===== src/hdl/fpf_pkg.sv =====
// Constants, register map and word carriers of the HIPPI framing block
// What this block does
// Header bits 63:32 carry D2 size
// Header bits 31:24 carry bound ULP identifier
// Bits 21:11, D1 size, D2 offset default zero
// Descriptor I-field sent per connection, rewritable anytime
// I-field passed unaltered both directions
// Nonzero D1 size sets P, D1 leads payload
// First-burst size sets B, burst holds header/D1
// Under 256 words short burst, else standard
// First burst: 8-byte header, D1 up to 1016
// Single write: D2 = length minus D1 size
// Multiple write: D2 = byte count at start
// Header plus D1 first unit, D2 follows
// Route by ULP id, drop unmatched packets
// Framing mode frames every transmit and receive
// Each channel raw or framing, independently chosen
// Host buffers 8-byte aligned, multiples of 8
// Accept all packets, stall when buffers full
// Eight receive protocol bindings at once
`default_nettype none
package fpf_pkg;
  localparam logic [7:0]  FPF_CTRL_OFS   = 8'h00;
  localparam logic [7:0]  FPF_IFIELD_OFS = 8'h04;
  localparam logic [7:0]  FPF_D1SIZE_OFS = 8'h08;
  localparam logic [7:0]  FPF_BURST_OFS  = 8'h0c;
  localparam logic [7:0]  FPF_ULPID_OFS  = 8'h10;
  localparam logic [7:0]  FPF_PKTCNT_OFS = 8'h14;
  localparam logic [7:0]  FPF_TXLEN_OFS  = 8'h18;
  localparam logic [7:0]  FPF_GO_OFS     = 8'h1c;
  localparam logic [7:0]  FPF_STATUS_OFS = 8'h20;
  localparam logic [7:0]  FPF_RXIFLD_OFS = 8'h24;
  localparam logic [7:0]  FPF_DROPS_OFS  = 8'h28;
  localparam logic [7:0]  FPF_BIND_OFS   = 8'h40;
  localparam logic [31:0] FPF_CTRL_RST   = 32'h0000_000c;
  localparam int FPF_TXEN_BIT  = 0;
  localparam int FPF_RXEN_BIT  = 1;
  localparam int FPF_TXFP_BIT  = 2;
  localparam int FPF_RXFP_BIT  = 3;
  localparam int FPF_MULTI_BIT = 4;
  localparam int FPF_NUM_ULP   = 8;
  localparam logic [8:0] FPF_STD_BURST = 9'h100;
  localparam int FPF_ULP_MSB   = 31;
  localparam int FPF_ULP_LSB   = 24;
  localparam int FPF_P_BIT     = 23;
  localparam int FPF_B_BIT     = 22;
  localparam int FPF_RSV_MSB   = 21;
  localparam int FPF_RSV_LSB   = 11;
  localparam int FPF_D1SZ_MSB  = 10;
  localparam int FPF_D1SZ_LSB  = 3;
  localparam int FPF_D1W_MSB   = 9;
  localparam int FPF_D1W_LSB   = 3;
  localparam int FPF_VALID_BIT = 8;
  localparam int FPF_BUF_DEPTH = 2;

  typedef struct packed {
    logic [63:0] data;
    logic        sop;
    logic        eop;
  } fpf_word_s;

  typedef struct packed {
    logic [63:0] data;
    logic        sop;
    logic        eop;
    logic        ifld;
    logic        burstEnd;
    logic        shortBurst;
  } fpf_txw_s;

  typedef struct packed {
    logic [63:0] data;
    logic        sop;
    logic        eop;
    logic        d2;
    logic        unitEnd;
    logic [2:0]  slot;
  } fpf_rxw_s;

  typedef logic [FPF_NUM_ULP-1:0][8:0] fpf_bind_t;
endpackage
`default_nettype wire


===== src/hdl/fpf_pair_buf.sv =====
// Small FIFO with valid and ready on both sides
`default_nettype none
module fpf_pair_buf #(
  parameter int WIDTH = 66,
  parameter int DEPTH = 2
) (
  input  wire logic             core_clk,
  input  wire logic             rst_b,
  input  wire logic             inValid,
  input  wire logic [WIDTH-1:0] inData,
  output logic                  inReady,
  output logic                  outValid,
  output logic      [WIDTH-1:0] outData,
  input  wire logic             outReady
);
  localparam int AW = (DEPTH > 1) ? $clog2(DEPTH) : 1;
  localparam int CW = $clog2(DEPTH + 1);

  logic [WIDTH-1:0] mem [DEPTH];
  logic [AW-1:0]    wrPtr_reg;
  logic [AW-1:0]    rdPtr_reg;
  logic [CW-1:0]    count_reg;
  logic [CW-1:0]    count_next;
  logic             push;
  logic             pop;

  // Flags are registered from the next count so both stay honest
  assign push       = inValid && inReady;
  assign pop        = outValid && outReady;
  assign count_next = CW'(count_reg + CW'(push) - CW'(pop));
  assign outData    = mem[rdPtr_reg];

  always_ff @(posedge core_clk or negedge rst_b) begin
    if (!rst_b) begin
      wrPtr_reg <= '0;
      rdPtr_reg <= '0;
      count_reg <= '0;
      inReady   <= 1'b1;
      outValid  <= 1'b0;
    end else begin
      count_reg <= count_next;
      inReady   <= (count_next != CW'(DEPTH));
      outValid  <= (count_next != '0);
      if (push) begin
        wrPtr_reg <= (wrPtr_reg == AW'(DEPTH-1)) ? '0 : AW'(wrPtr_reg + 1'b1);
      end
      if (pop) begin
        rdPtr_reg <= (rdPtr_reg == AW'(DEPTH-1)) ? '0 : AW'(rdPtr_reg + 1'b1);
      end
    end
  end

  // Storage has no reset; only written words are ever read
  always_ff @(posedge core_clk) begin
    if (push) begin
      mem[wrPtr_reg] <= inData;
    end
  end
endmodule
`default_nettype wire


===== src/hdl/fpf_ulp_match.sv =====
// Compare a received ULP identifier against the binding table
`default_nettype none
module fpf_ulp_match
  import fpf_pkg::*;
(
  input  wire fpf_bind_t  bindTable,
  input  wire logic [7:0] ulpId,
  output logic            hit,
  output logic [2:0]      slot
);
  logic [FPF_NUM_ULP-1:0] eq;

  // One comparator per binding slot, only live slots count
  for (genvar i = 0; i < FPF_NUM_ULP; i++) begin : g_cmp
    assign eq[i] = bindTable[i][FPF_VALID_BIT] && (bindTable[i][7:0] == ulpId);
  end

  // Lowest matching slot wins when two bindings share an id
  always_comb begin
    hit  = 1'b0;
    slot = 3'h0;
    for (int i = FPF_NUM_ULP - 1; i >= 0; i--) begin
      if (eq[i]) begin
        hit  = 1'b1;
        slot = 3'(i);
      end
    end
  end
endmodule
`default_nettype wire


===== src/hdl/fpf_framer_top.sv =====
// HIPPI framing layer: header build on transmit, split and demux on receive
//
// Added by the designer: the Avalon-MM register port and the address map.
`default_nettype none
module fpf_framer_top
  import fpf_pkg::*;
(
  input  wire logic        core_clk,
  input  wire logic        rst_b,
  input  wire logic [7:0]  avsAddress,
  input  wire logic        avsRead,
  input  wire logic        avsWrite,
  input  wire logic [31:0] avsWritedata,
  input  wire logic [3:0]  avsByteenable,
  output logic      [31:0] avsReaddata,
  output logic             avsWaitrequest,
  input  wire logic        hostTxValid,
  input  wire fpf_word_s   hostTxWord,
  output wire logic        hostTxReady,
  output logic             linkTxValid,
  output fpf_txw_s         linkTxWord,
  input  wire logic        linkTxReady,
  input  wire logic        linkRxValid,
  input  wire fpf_word_s   linkRxWord,
  output wire logic        linkRxReady,
  input  wire logic [31:0] linkRxIfield,
  input  wire logic        linkRxIfieldValid,
  output logic             hostRxValid,
  output fpf_rxw_s         hostRxWord,
  input  wire logic        hostRxReady
);
  typedef enum logic [2:0] {
    TX_IDLE, TX_IFLD, TX_HDR, TX_D1, TX_PAD, TX_DATA
  } fpf_tx_e;
  typedef enum logic [1:0] {RX_HDR, RX_D1, RX_D2, RX_DROP} fpf_rx_e;

  // Software-visible registers
  logic [31:0] ctrl_reg;
  logic [31:0] ifield_reg;
  logic [31:0] d1Size_reg;
  logic [8:0]  burst_reg;
  logic [7:0]  ulpId_reg;
  logic [31:0] pktCount_reg;
  logic [31:0] txLen_reg;
  fpf_bind_t   bind_reg;
  logic [31:0] rxIfield_reg;
  logic [15:0] drops_reg;
  logic [31:0] rdValue;
  logic        busReq;
  logic        wrEn;
  logic        goWrite;

  // Transmit state
  fpf_tx_e     txState_reg;
  logic        goPend_reg;
  logic [63:0] hdr_reg;
  logic        bFlag_reg;
  logic [8:0]  burstWords_reg;
  logic [8:0]  burstCnt_reg;
  logic [6:0]  d1Left_reg;
  logic [28:0] remW_reg;
  logic        sopPend_reg;
  logic        txStep;
  logic        bLast;
  logic        padMore;
  logic        txBufValid;
  logic        txBufReady;
  fpf_word_s   txBufWord;
  logic [6:0]  d1w;
  logic [31:0] d2Size;

  // Receive state
  fpf_rx_e     rxState_reg;
  logic [6:0]  rxD1Left_reg;
  logic [2:0]  rxSlot_reg;
  logic        rxStep;
  logic        rxTake;
  logic        rxBufValid;
  logic        rxBufReady;
  fpf_word_s   rxBufWord;
  logic        ulpHit;
  logic [2:0]  ulpSlot;
  logic [7:0]  rxD1f;

  function automatic logic [31:0] mergeBe(input logic [31:0] old,
                                          input logic [31:0] wd,
                                          input logic [3:0]  be);
    logic [31:0] r;
    r = old;
    for (int i = 0; i < 4; i++) begin
      if (be[i]) begin
        r[i*8 +: 8] = wd[i*8 +: 8];
      end
    end
    return r;
  endfunction

  function automatic logic isBind(input logic [7:0] a);
    return (a[7:5] == FPF_BIND_OFS[7:5]) && (a[1:0] == 2'h0);
  endfunction

  function automatic fpf_txw_s mkTx(input logic [63:0] d, input logic s,
                                    input logic e, input logic i,
                                    input logic be, input logic sb);
    fpf_txw_s w;
    w.data       = d;
    w.sop        = s;
    w.eop        = e;
    w.ifld       = i;
    w.burstEnd   = be;
    w.shortBurst = sb;
    return w;
  endfunction

  function automatic fpf_rxw_s mkRx(input logic [63:0] d, input logic s,
                                    input logic e, input logic d2,
                                    input logic ue, input logic [2:0] sl);
    fpf_rxw_s w;
    w.data    = d;
    w.sop     = s;
    w.eop     = e;
    w.d2      = d2;
    w.unitEnd = ue;
    w.slot    = sl;
    return w;
  endfunction

  // Bus answer: one wait cycle, then a single ready cycle
  assign busReq  = (avsRead || avsWrite) && avsWaitrequest;
  assign wrEn    = avsWrite && !avsWaitrequest;
  assign goWrite = wrEn && (avsAddress == FPF_GO_OFS) && avsByteenable[0]
                   && avsWritedata[0];

  always_ff @(posedge core_clk or negedge rst_b) begin
    if (!rst_b) begin
      avsWaitrequest <= 1'b1;
      avsReaddata    <= 32'h0;
    end else begin
      avsWaitrequest <= !busReq;
      if (busReq && avsRead) begin
        avsReaddata <= rdValue;
      end
    end
  end

  // Register writes; the I-field may be rewritten at any moment
  always_ff @(posedge core_clk or negedge rst_b) begin
    if (!rst_b) begin
      ctrl_reg     <= FPF_CTRL_RST;
      ifield_reg   <= 32'h0;
      d1Size_reg   <= 32'h0;
      burst_reg    <= 9'h0;
      ulpId_reg    <= 8'h0;
      pktCount_reg <= 32'h0;
      txLen_reg    <= 32'h0;
      bind_reg     <= '0;
    end else if (wrEn) begin
      case (avsAddress)
        FPF_CTRL_OFS:   ctrl_reg <= mergeBe(ctrl_reg, avsWritedata,
                                            avsByteenable);
        FPF_IFIELD_OFS: ifield_reg <= mergeBe(ifield_reg, avsWritedata,
                                              avsByteenable);
        FPF_D1SIZE_OFS: d1Size_reg <= mergeBe(d1Size_reg, avsWritedata,
                                              avsByteenable);
        FPF_BURST_OFS:  burst_reg <= 9'(mergeBe({23'h0, burst_reg},
                                  avsWritedata, avsByteenable));
        FPF_ULPID_OFS:  ulpId_reg <= 8'(mergeBe({24'h0, ulpId_reg},
                                  avsWritedata, avsByteenable));
        FPF_PKTCNT_OFS: pktCount_reg <= mergeBe(pktCount_reg,
                                  avsWritedata, avsByteenable);
        FPF_TXLEN_OFS:  txLen_reg <= mergeBe(txLen_reg, avsWritedata,
                                             avsByteenable);
        default: ;
      endcase
      if (isBind(avsAddress)) begin
        bind_reg[avsAddress[4:2]] <= 9'(mergeBe({23'h0,
          bind_reg[avsAddress[4:2]]}, avsWritedata, avsByteenable));
      end
    end
  end

  // Read mux; unmapped words read as zero
  always_comb begin
    rdValue = 32'h0;
    case (avsAddress)
      FPF_CTRL_OFS:   rdValue = ctrl_reg;
      FPF_IFIELD_OFS: rdValue = ifield_reg;
      FPF_D1SIZE_OFS: rdValue = d1Size_reg;
      FPF_BURST_OFS:  rdValue = {23'h0, burst_reg};
      FPF_ULPID_OFS:  rdValue = {24'h0, ulpId_reg};
      FPF_PKTCNT_OFS: rdValue = pktCount_reg;
      FPF_TXLEN_OFS:  rdValue = txLen_reg;
      FPF_STATUS_OFS: rdValue = {24'h0, 1'b0, rxState_reg, goPend_reg,
                                 txState_reg, (txState_reg != TX_IDLE)};
      FPF_RXIFLD_OFS: rdValue = rxIfield_reg;
      FPF_DROPS_OFS:  rdValue = {16'h0, drops_reg};
      default: begin
        if (isBind(avsAddress)) begin
          rdValue = {23'h0, bind_reg[avsAddress[4:2]]};
        end
      end
    endcase
  end

  // Transmit side buffer absorbs host words while the link stalls
  fpf_pair_buf #(
    .WIDTH ($bits(fpf_word_s)),
    .DEPTH (FPF_BUF_DEPTH)
  ) u_txBuf (
    .core_clk (core_clk),
    .rst_b    (rst_b),
    .inValid  (hostTxValid),
    .inData   (hostTxWord),
    .inReady  (hostTxReady),
    .outValid (txBufValid),
    .outData  (txBufWord),
    .outReady (txBufReady)
  );

  // Packet geometry taken from the configuration at packet start
  assign d1w     = ctrl_reg[FPF_TXFP_BIT] ?
                   d1Size_reg[FPF_D1W_MSB:FPF_D1W_LSB] : 7'h0;
  assign d2Size  = ctrl_reg[FPF_MULTI_BIT] ? pktCount_reg
                   : 32'(txLen_reg - {22'h0, d1w, 3'h0});
  assign txStep  = !linkTxValid || linkTxReady;
  assign bLast   = bFlag_reg && (9'(burstCnt_reg + 1'b1) == burstWords_reg);
  assign padMore = bFlag_reg && (9'(burstCnt_reg + 1'b1) < burstWords_reg);
  assign txBufReady = txStep && ((txState_reg == TX_D1)
                                 || (txState_reg == TX_DATA));

  // Transmit framer; the output word register is the link's port
  always_ff @(posedge core_clk or negedge rst_b) begin
    if (!rst_b) begin
      txState_reg    <= TX_IDLE;
      goPend_reg     <= 1'b0;
      hdr_reg        <= 64'h0;
      bFlag_reg      <= 1'b0;
      burstWords_reg <= 9'h0;
      burstCnt_reg   <= 9'h0;
      d1Left_reg     <= 7'h0;
      remW_reg       <= 29'h0;
      sopPend_reg    <= 1'b0;
      linkTxValid    <= 1'b0;
      linkTxWord     <= '0;
    end else begin
      if (goWrite) begin
        goPend_reg <= 1'b1;
      end else if (txState_reg == TX_IDLE && txStep) begin
        goPend_reg <= 1'b0;
      end
      if (txStep) begin
        linkTxValid <= 1'b0;
        case (txState_reg)
          TX_IDLE: begin
            if (goPend_reg && ctrl_reg[FPF_TXEN_BIT]) begin
              hdr_reg <= {d2Size, ulpId_reg, (d1w != 7'h0),
                          ctrl_reg[FPF_TXFP_BIT] && (burst_reg != 9'h0),
                          11'h0, 1'b0, d1w, 3'h0};
              bFlag_reg      <= ctrl_reg[FPF_TXFP_BIT] && (burst_reg != 9'h0);
              burstWords_reg <= burst_reg;
              burstCnt_reg   <= 9'h0;
              d1Left_reg     <= d1w;
              remW_reg       <= ctrl_reg[FPF_MULTI_BIT] ?
                                29'(pktCount_reg[31:3] + {22'h0, d1w})
                                : txLen_reg[31:3];
              txState_reg    <= TX_IFLD;
            end
          end
          TX_IFLD: begin
            linkTxValid <= 1'b1;
            linkTxWord  <= mkTx({32'h0, ifield_reg}, 1'b0, 1'b0, 1'b1,
                                1'b0, 1'b0);
            sopPend_reg <= 1'b1;
            if (ctrl_reg[FPF_TXFP_BIT]) begin
              txState_reg <= TX_HDR;
            end else begin
              txState_reg <= (remW_reg != 29'h0) ? TX_DATA : TX_IDLE;
            end
          end
          TX_HDR: begin
            linkTxValid  <= 1'b1;
            linkTxWord   <= mkTx(hdr_reg, 1'b1,
                                 (remW_reg == 29'h0) && !padMore, 1'b0,
                                 bLast, burstWords_reg < FPF_STD_BURST);
            sopPend_reg  <= 1'b0;
            burstCnt_reg <= 9'(burstCnt_reg + 1'b1);
            if (d1Left_reg != 7'h0) begin
              txState_reg <= TX_D1;
            end else if (padMore) begin
              txState_reg <= TX_PAD;
            end else begin
              txState_reg <= (remW_reg != 29'h0) ? TX_DATA : TX_IDLE;
            end
          end
          TX_D1: begin
            if (txBufValid) begin
              linkTxValid  <= 1'b1;
              linkTxWord   <= mkTx(txBufWord.data, 1'b0,
                                   (remW_reg == 29'h1) && !padMore, 1'b0,
                                   bLast, burstWords_reg < FPF_STD_BURST);
              d1Left_reg   <= 7'(d1Left_reg - 1'b1);
              remW_reg     <= 29'(remW_reg - 1'b1);
              burstCnt_reg <= 9'(burstCnt_reg + 1'b1);
              if (d1Left_reg != 7'h1) begin
                txState_reg <= TX_D1;
              end else if (padMore) begin
                txState_reg <= TX_PAD;
              end else begin
                txState_reg <= (remW_reg != 29'h1) ? TX_DATA : TX_IDLE;
              end
            end
          end
          TX_PAD: begin
            // Filler keeps D2 out of the first burst
            linkTxValid  <= 1'b1;
            linkTxWord   <= mkTx(64'h0, 1'b0,
                                 !padMore && (remW_reg == 29'h0), 1'b0,
                                 bLast, burstWords_reg < FPF_STD_BURST);
            burstCnt_reg <= 9'(burstCnt_reg + 1'b1);
            if (!padMore) begin
              txState_reg <= (remW_reg != 29'h0) ? TX_DATA : TX_IDLE;
            end
          end
          TX_DATA: begin
            if (txBufValid) begin
              linkTxValid <= 1'b1;
              linkTxWord  <= mkTx(txBufWord.data, sopPend_reg,
                                  remW_reg == 29'h1, 1'b0, 1'b0, 1'b0);
              sopPend_reg <= 1'b0;
              remW_reg    <= 29'(remW_reg - 1'b1);
              if (remW_reg == 29'h1) begin
                txState_reg <= TX_IDLE;
              end
            end
          end
          default: txState_reg <= TX_IDLE;
        endcase
      end
    end
  end

  // Receive buffer; its ready is the stall seen by the link
  fpf_pair_buf #(
    .WIDTH ($bits(fpf_word_s)),
    .DEPTH (FPF_BUF_DEPTH)
  ) u_rxBuf (
    .core_clk (core_clk),
    .rst_b    (rst_b),
    .inValid  (linkRxValid),
    .inData   (linkRxWord),
    .inReady  (linkRxReady),
    .outValid (rxBufValid),
    .outData  (rxBufWord),
    .outReady (rxBufReady)
  );

  fpf_ulp_match u_match (
    .bindTable (bind_reg),
    .ulpId     (rxBufWord.data[FPF_ULP_MSB:FPF_ULP_LSB]),
    .hit       (ulpHit),
    .slot      (ulpSlot)
  );

  // Dropped packets drain at full rate, others wait on the host
  assign rxStep     = !hostRxValid || hostRxReady;
  assign rxBufReady = ctrl_reg[FPF_RXEN_BIT]
                      && ((rxState_reg == RX_DROP) || rxStep);
  assign rxTake     = rxBufValid && rxBufReady;
  assign rxD1f      = rxBufWord.data[FPF_D1SZ_MSB:FPF_D1SZ_LSB];

  // Received I-field is kept as it came, never decoded
  always_ff @(posedge core_clk or negedge rst_b) begin
    if (!rst_b) begin
      rxIfield_reg <= 32'h0;
    end else if (linkRxIfieldValid) begin
      rxIfield_reg <= linkRxIfield;
    end
  end

  // Receive splitter and demultiplexer
  always_ff @(posedge core_clk or negedge rst_b) begin
    if (!rst_b) begin
      rxState_reg  <= RX_HDR;
      rxD1Left_reg <= 7'h0;
      rxSlot_reg   <= 3'h0;
      drops_reg    <= 16'h0;
      hostRxValid  <= 1'b0;
      hostRxWord   <= '0;
    end else begin
      if (rxStep) begin
        hostRxValid <= 1'b0;
      end
      if (rxTake) begin
        case (rxState_reg)
          RX_HDR: begin
            if (!ctrl_reg[FPF_RXFP_BIT]) begin
              hostRxValid <= 1'b1;
              hostRxWord  <= mkRx(rxBufWord.data, rxBufWord.sop,
                                  rxBufWord.eop, 1'b1, 1'b0, 3'h0);
              rxState_reg <= rxBufWord.eop ? RX_HDR : RX_D2;
            end else if (ulpHit && rxBufWord.sop && (rxD1f[7] == 1'b0)
                && (rxBufWord.data[FPF_RSV_MSB:FPF_RSV_LSB] == 11'h0)) begin
              hostRxValid  <= 1'b1;
              hostRxWord   <= mkRx(rxBufWord.data, 1'b1, rxBufWord.eop,
                                   1'b0, rxD1f == 8'h0, ulpSlot);
              rxSlot_reg   <= ulpSlot;
              rxD1Left_reg <= rxD1f[6:0];
              if (rxBufWord.eop) begin
                rxState_reg <= RX_HDR;
              end else begin
                rxState_reg <= (rxD1f != 8'h0) ? RX_D1 : RX_D2;
              end
            end else begin
              // Unknown id or bad header: whole packet is discarded
              drops_reg   <= 16'(drops_reg + 1'b1);
              rxState_reg <= rxBufWord.eop ? RX_HDR : RX_DROP;
            end
          end
          RX_D1: begin
            hostRxValid  <= 1'b1;
            hostRxWord   <= mkRx(rxBufWord.data, 1'b0, rxBufWord.eop, 1'b0,
                                 rxD1Left_reg == 7'h1, rxSlot_reg);
            rxD1Left_reg <= 7'(rxD1Left_reg - 1'b1);
            if (rxBufWord.eop) begin
              rxState_reg <= RX_HDR;
            end else if (rxD1Left_reg == 7'h1) begin
              rxState_reg <= RX_D2;
            end
          end
          RX_D2: begin
            hostRxValid <= 1'b1;
            hostRxWord  <= mkRx(rxBufWord.data, 1'b0, rxBufWord.eop, 1'b1,
                                1'b0, rxSlot_reg);
            if (rxBufWord.eop) begin
              rxState_reg <= RX_HDR;
            end
          end
          RX_DROP: begin
            if (rxBufWord.eop) begin
              rxState_reg <= RX_HDR;
            end
          end
          default: rxState_reg <= RX_HDR;
        endcase
      end
    end
  end
endmodule
`default_nettype wire


===== config.mk =====
export PLATFORM = sky130hd
export DESIGN_NAME = fpf_framer_top
export DESIGN_NICKNAME = d
export VERILOG_FILES = /design/src/hdl/fpf_pkg.sv /design/src/hdl/fpf_pair_buf.sv /design/src/hdl/fpf_ulp_match.sv /design/src/hdl/fpf_framer_top.sv
export SDC_FILE = /design/constraint.sdc
export NUM_CORES = 2
export LEC_CHECK = 0
export BUFFER_PORTS_ARGS = -buffer_cell sky130_fd_sc_hd__buf_4
export CORE_MARGIN = 2
export CORE_UTILIZATION = 40
export CTS_BUF_LIST = sky130_fd_sc_hd__clkbuf_4 sky130_fd_sc_hd__clkbuf_8 sky130_fd_sc_hd__clkbuf_16
export DETAILED_ROUTE_END_ITERATION = 10
export SYNTH_ARGS = -nofsm -noshare
export SYNTH_HDL_FRONTEND = slang
export SYNTH_HIERARCHICAL = 1
export SYNTH_SLANG_ARGS = --single-unit

===== constraint.sdc =====
create_clock -name core_clk -period 3.6 [get_ports core_clk]
set_input_delay 0.36 -clock core_clk [delete_from_list [all_inputs] [get_ports core_clk]]
set_output_delay 0.36 -clock core_clk [all_outputs]
set_load 0.01 [all_outputs]

==> out/results.ini <==
[timing]
timing.final.crit_period_ns = 3.62
worst_slack_ns = -0.0209
setup_viol = 2
rsz0062_at_grt = yes
max_slew_margin_pct = 33.0
worstMarginPinSlew_ns = 1.01
fmax_ghz = 0.276
hold_viol_final = 0
worst_clock_skew_ns = 0.0331
hold_ws_ns = 0.0482
slew_viol_final = 0
finalCritPeriodShare_pct = 101

[final_layout]
seq_area_mm2 = 0.0229
syn_to_final_growth_pct = 26.2
finalNetCount = 4176
utilization_pct = 51.0
largest_reg_flops = 132
fillers = 8841
drive_gt1_share_pct = 32.6
multi_input_area_mm2 = 0.0168

[status]
violations = setup timing
status = complete, but fails checks

[floorplanning]
core_area_mm2 = 0.100
die_w_um = 322
rows = 116
fp.dieH_um = 322
start_util_pct = 40.4
dieArea_mm2 = 0.104
pin_count = 394

[min_path]
worstHoldStart = avsWritedata[4]
whs_path_depth = 2
min_to = burst_reg[4]
hp-class = input port to flip-flop

[grt]
grt_overflow_total = 0
grt_pass1_wl_mm = 190
grt_max_degree = 82
antenna_found_initial = 17
grt_use_total_pct = 24.1
grt_pass1_vias = 29598

[clock_network]
htree_levels = 3
cts_root_buf = clkbuf_16
cts_tree = built
cts_buffer_depth = 3
cts-buffers-inserted = 94
clk-insertion-delay-late_ns = 0.68
cts_sinks = 864
clk_pin_slew_ns = 0.06

[critical_path]
worstSetupEndpointType = flip-flop
crit_fanout = 6
reg2regPathDepth = 18
cp.arrival_ns = 4.14
worstReg2RegEnd = rxD1Left_reg[4]
cp-start-kind = flip-flop
r2r_slack_ns = -0.02
worstPathRequired_ns = 4.12
r2r_start = u_rxBuf/rdPtr_reg
worstSetupPathType = flip-flop to flip-flop

[placed_design]
io_buffers = 391
dpl.hpwl_mm = 90.4
gp_congestion = 0.915

[detailed_routing]
via_per_inst = 5.52
drtAntennaViolNets = 0
initialDrtViolationCount = 2605
num_vias = 29587
drc = 0
routed_wl_mm = 126
routedWlPerCell_um = 23.5
dr.pass1.iters = 5

[synth]
yosys_warnings = 6
synth.avg_cell_area_um2 = 12.4
synth_nets = 3523
syn_inst = 3265
synth_area_mm2 = 0.0405

[pwr]
p_leak_nw = 22.4
p_per_area_mw_per_mm2 = 592
vdd_drop_max_mv = 0.513
power_w = 0.0303

[flow_run]
cap_violations = 0

==> where the power goes <==
| group | total, W | switching [W] | internal [W] |
|---|---|---|---|
| clock network | 0.0101 | 0.00404 | 0.00604 |
| logic | 0.00782 | 0.00443 | 0.00339 |
| registers | 0.0124 | 0.000855 | 0.0115 |
==> routing by layer <==
metal | up-vias | track usage, % | routed length [um]
li1 | 13478 | - | -
met1 | 14905 | 33.8 | 56000
met2 | 984 | 37.7 | 57500
met3 | 198 | 5.06 | 8710
met4 | 22 | 7.03 | 3430
met5 | - | 0 | 158
==> critical path, stage by stage (launching register included) <==
cell and delay (ns):
dfrtp_4 0.48, buf_6 0.14, mux2_4 0.34, xnor2_1 0.19, nand4_1 0.13, nor4_2 0.26, and3_1 0.22, or2_1 0.15
nor3_2 0.06, nand2_1 0.14, nand2_2 0.08, nor4_4 0.35, buf_4 0.22, a31oi_4 0.10, nor2_2 0.18, buf_6 0.15
nand3_1 0.07, o21ai_1 0.11, a21oi_1 0.10
==> metrics by stage <==
stage / TNS (ns) / std cells / area [um^2] / worst slack (ns)
after CTS: 0 / 5335 / 50800 / 0.0554
after global placement: -0.0980 / 4971 / 45600 / -0.0448
final: -0.0288 / 5359 / 51100 / -0.0209
after global routing: -7.33 / 5358 / 51100 / -0.166
after floorplan: 0 / 3265 / 40500 / 0.0953
after detailed placement: -0.120 / 4971 / 45600 / -0.0458
==> layout by cell type (no fill, tap or decap), drive strengths merged, types with 55 or more instances in the layout <==
| cell | n |
|---|---|
| dfrtp | 599 |
| buf | 539 |
| mux2 | 508 |
| edfxtp | 260 |
| nand2 | 258 |
| nor2 | 192 |
| dlygate4sd3 | 190 |
| o21ai | 180 |
| a21oi | 143 |
| clkbuf | 141 |
| a22oi | 82 |
| mux2i | 78 |
| xnor2 | 70 |
| nand3 | 55 |
==> timing repair <==
| item | 4_1_cts | 5_1_grt |
|---|---|---|
| endpoints found under the setup margin | 14 | 75 |
| pin swaps | 1 | 21 |
| endpoints found under the hold margin | 473 | 0 |
| buffers inserted | 0 | 19 |
| hold buffers | 190 | 0 |
| resized for setup | 0 | 37 |
==> worst max path at each step <==
stage                     cells after the start  slack, ns               to               from
after floorplan                              17        0.1    drops_reg[15]  u_rxBuf/rdPtr_reg
after global placement                       14      -0.04  rxD1Left_reg[2]  u_rxBuf/rdPtr_reg
after detailed placement                     14      -0.05  rxD1Left_reg[2]  u_rxBuf/rdPtr_reg
after CTS                                     8       0.06  rxD1Left_reg[2]  u_rxBuf/rdPtr_reg
after global routing                         18      -0.17  rxD1Left_reg[4]  u_rxBuf/rdPtr_reg
final                                        18      -0.02  rxD1Left_reg[4]  u_rxBuf/rdPtr_reg
==> area by class of cell <==
type,count,area share [%]
antenna,6,0.0294
clock buffer,141,5.61
clock inverter,33,0.803
inverter,37,0.272
multi-input combinational,2192,32.9
sequential,864,44.9
tap,1357,3.32
timing repair buffer,729,12.1
Power figures use the tool's default switching activity.
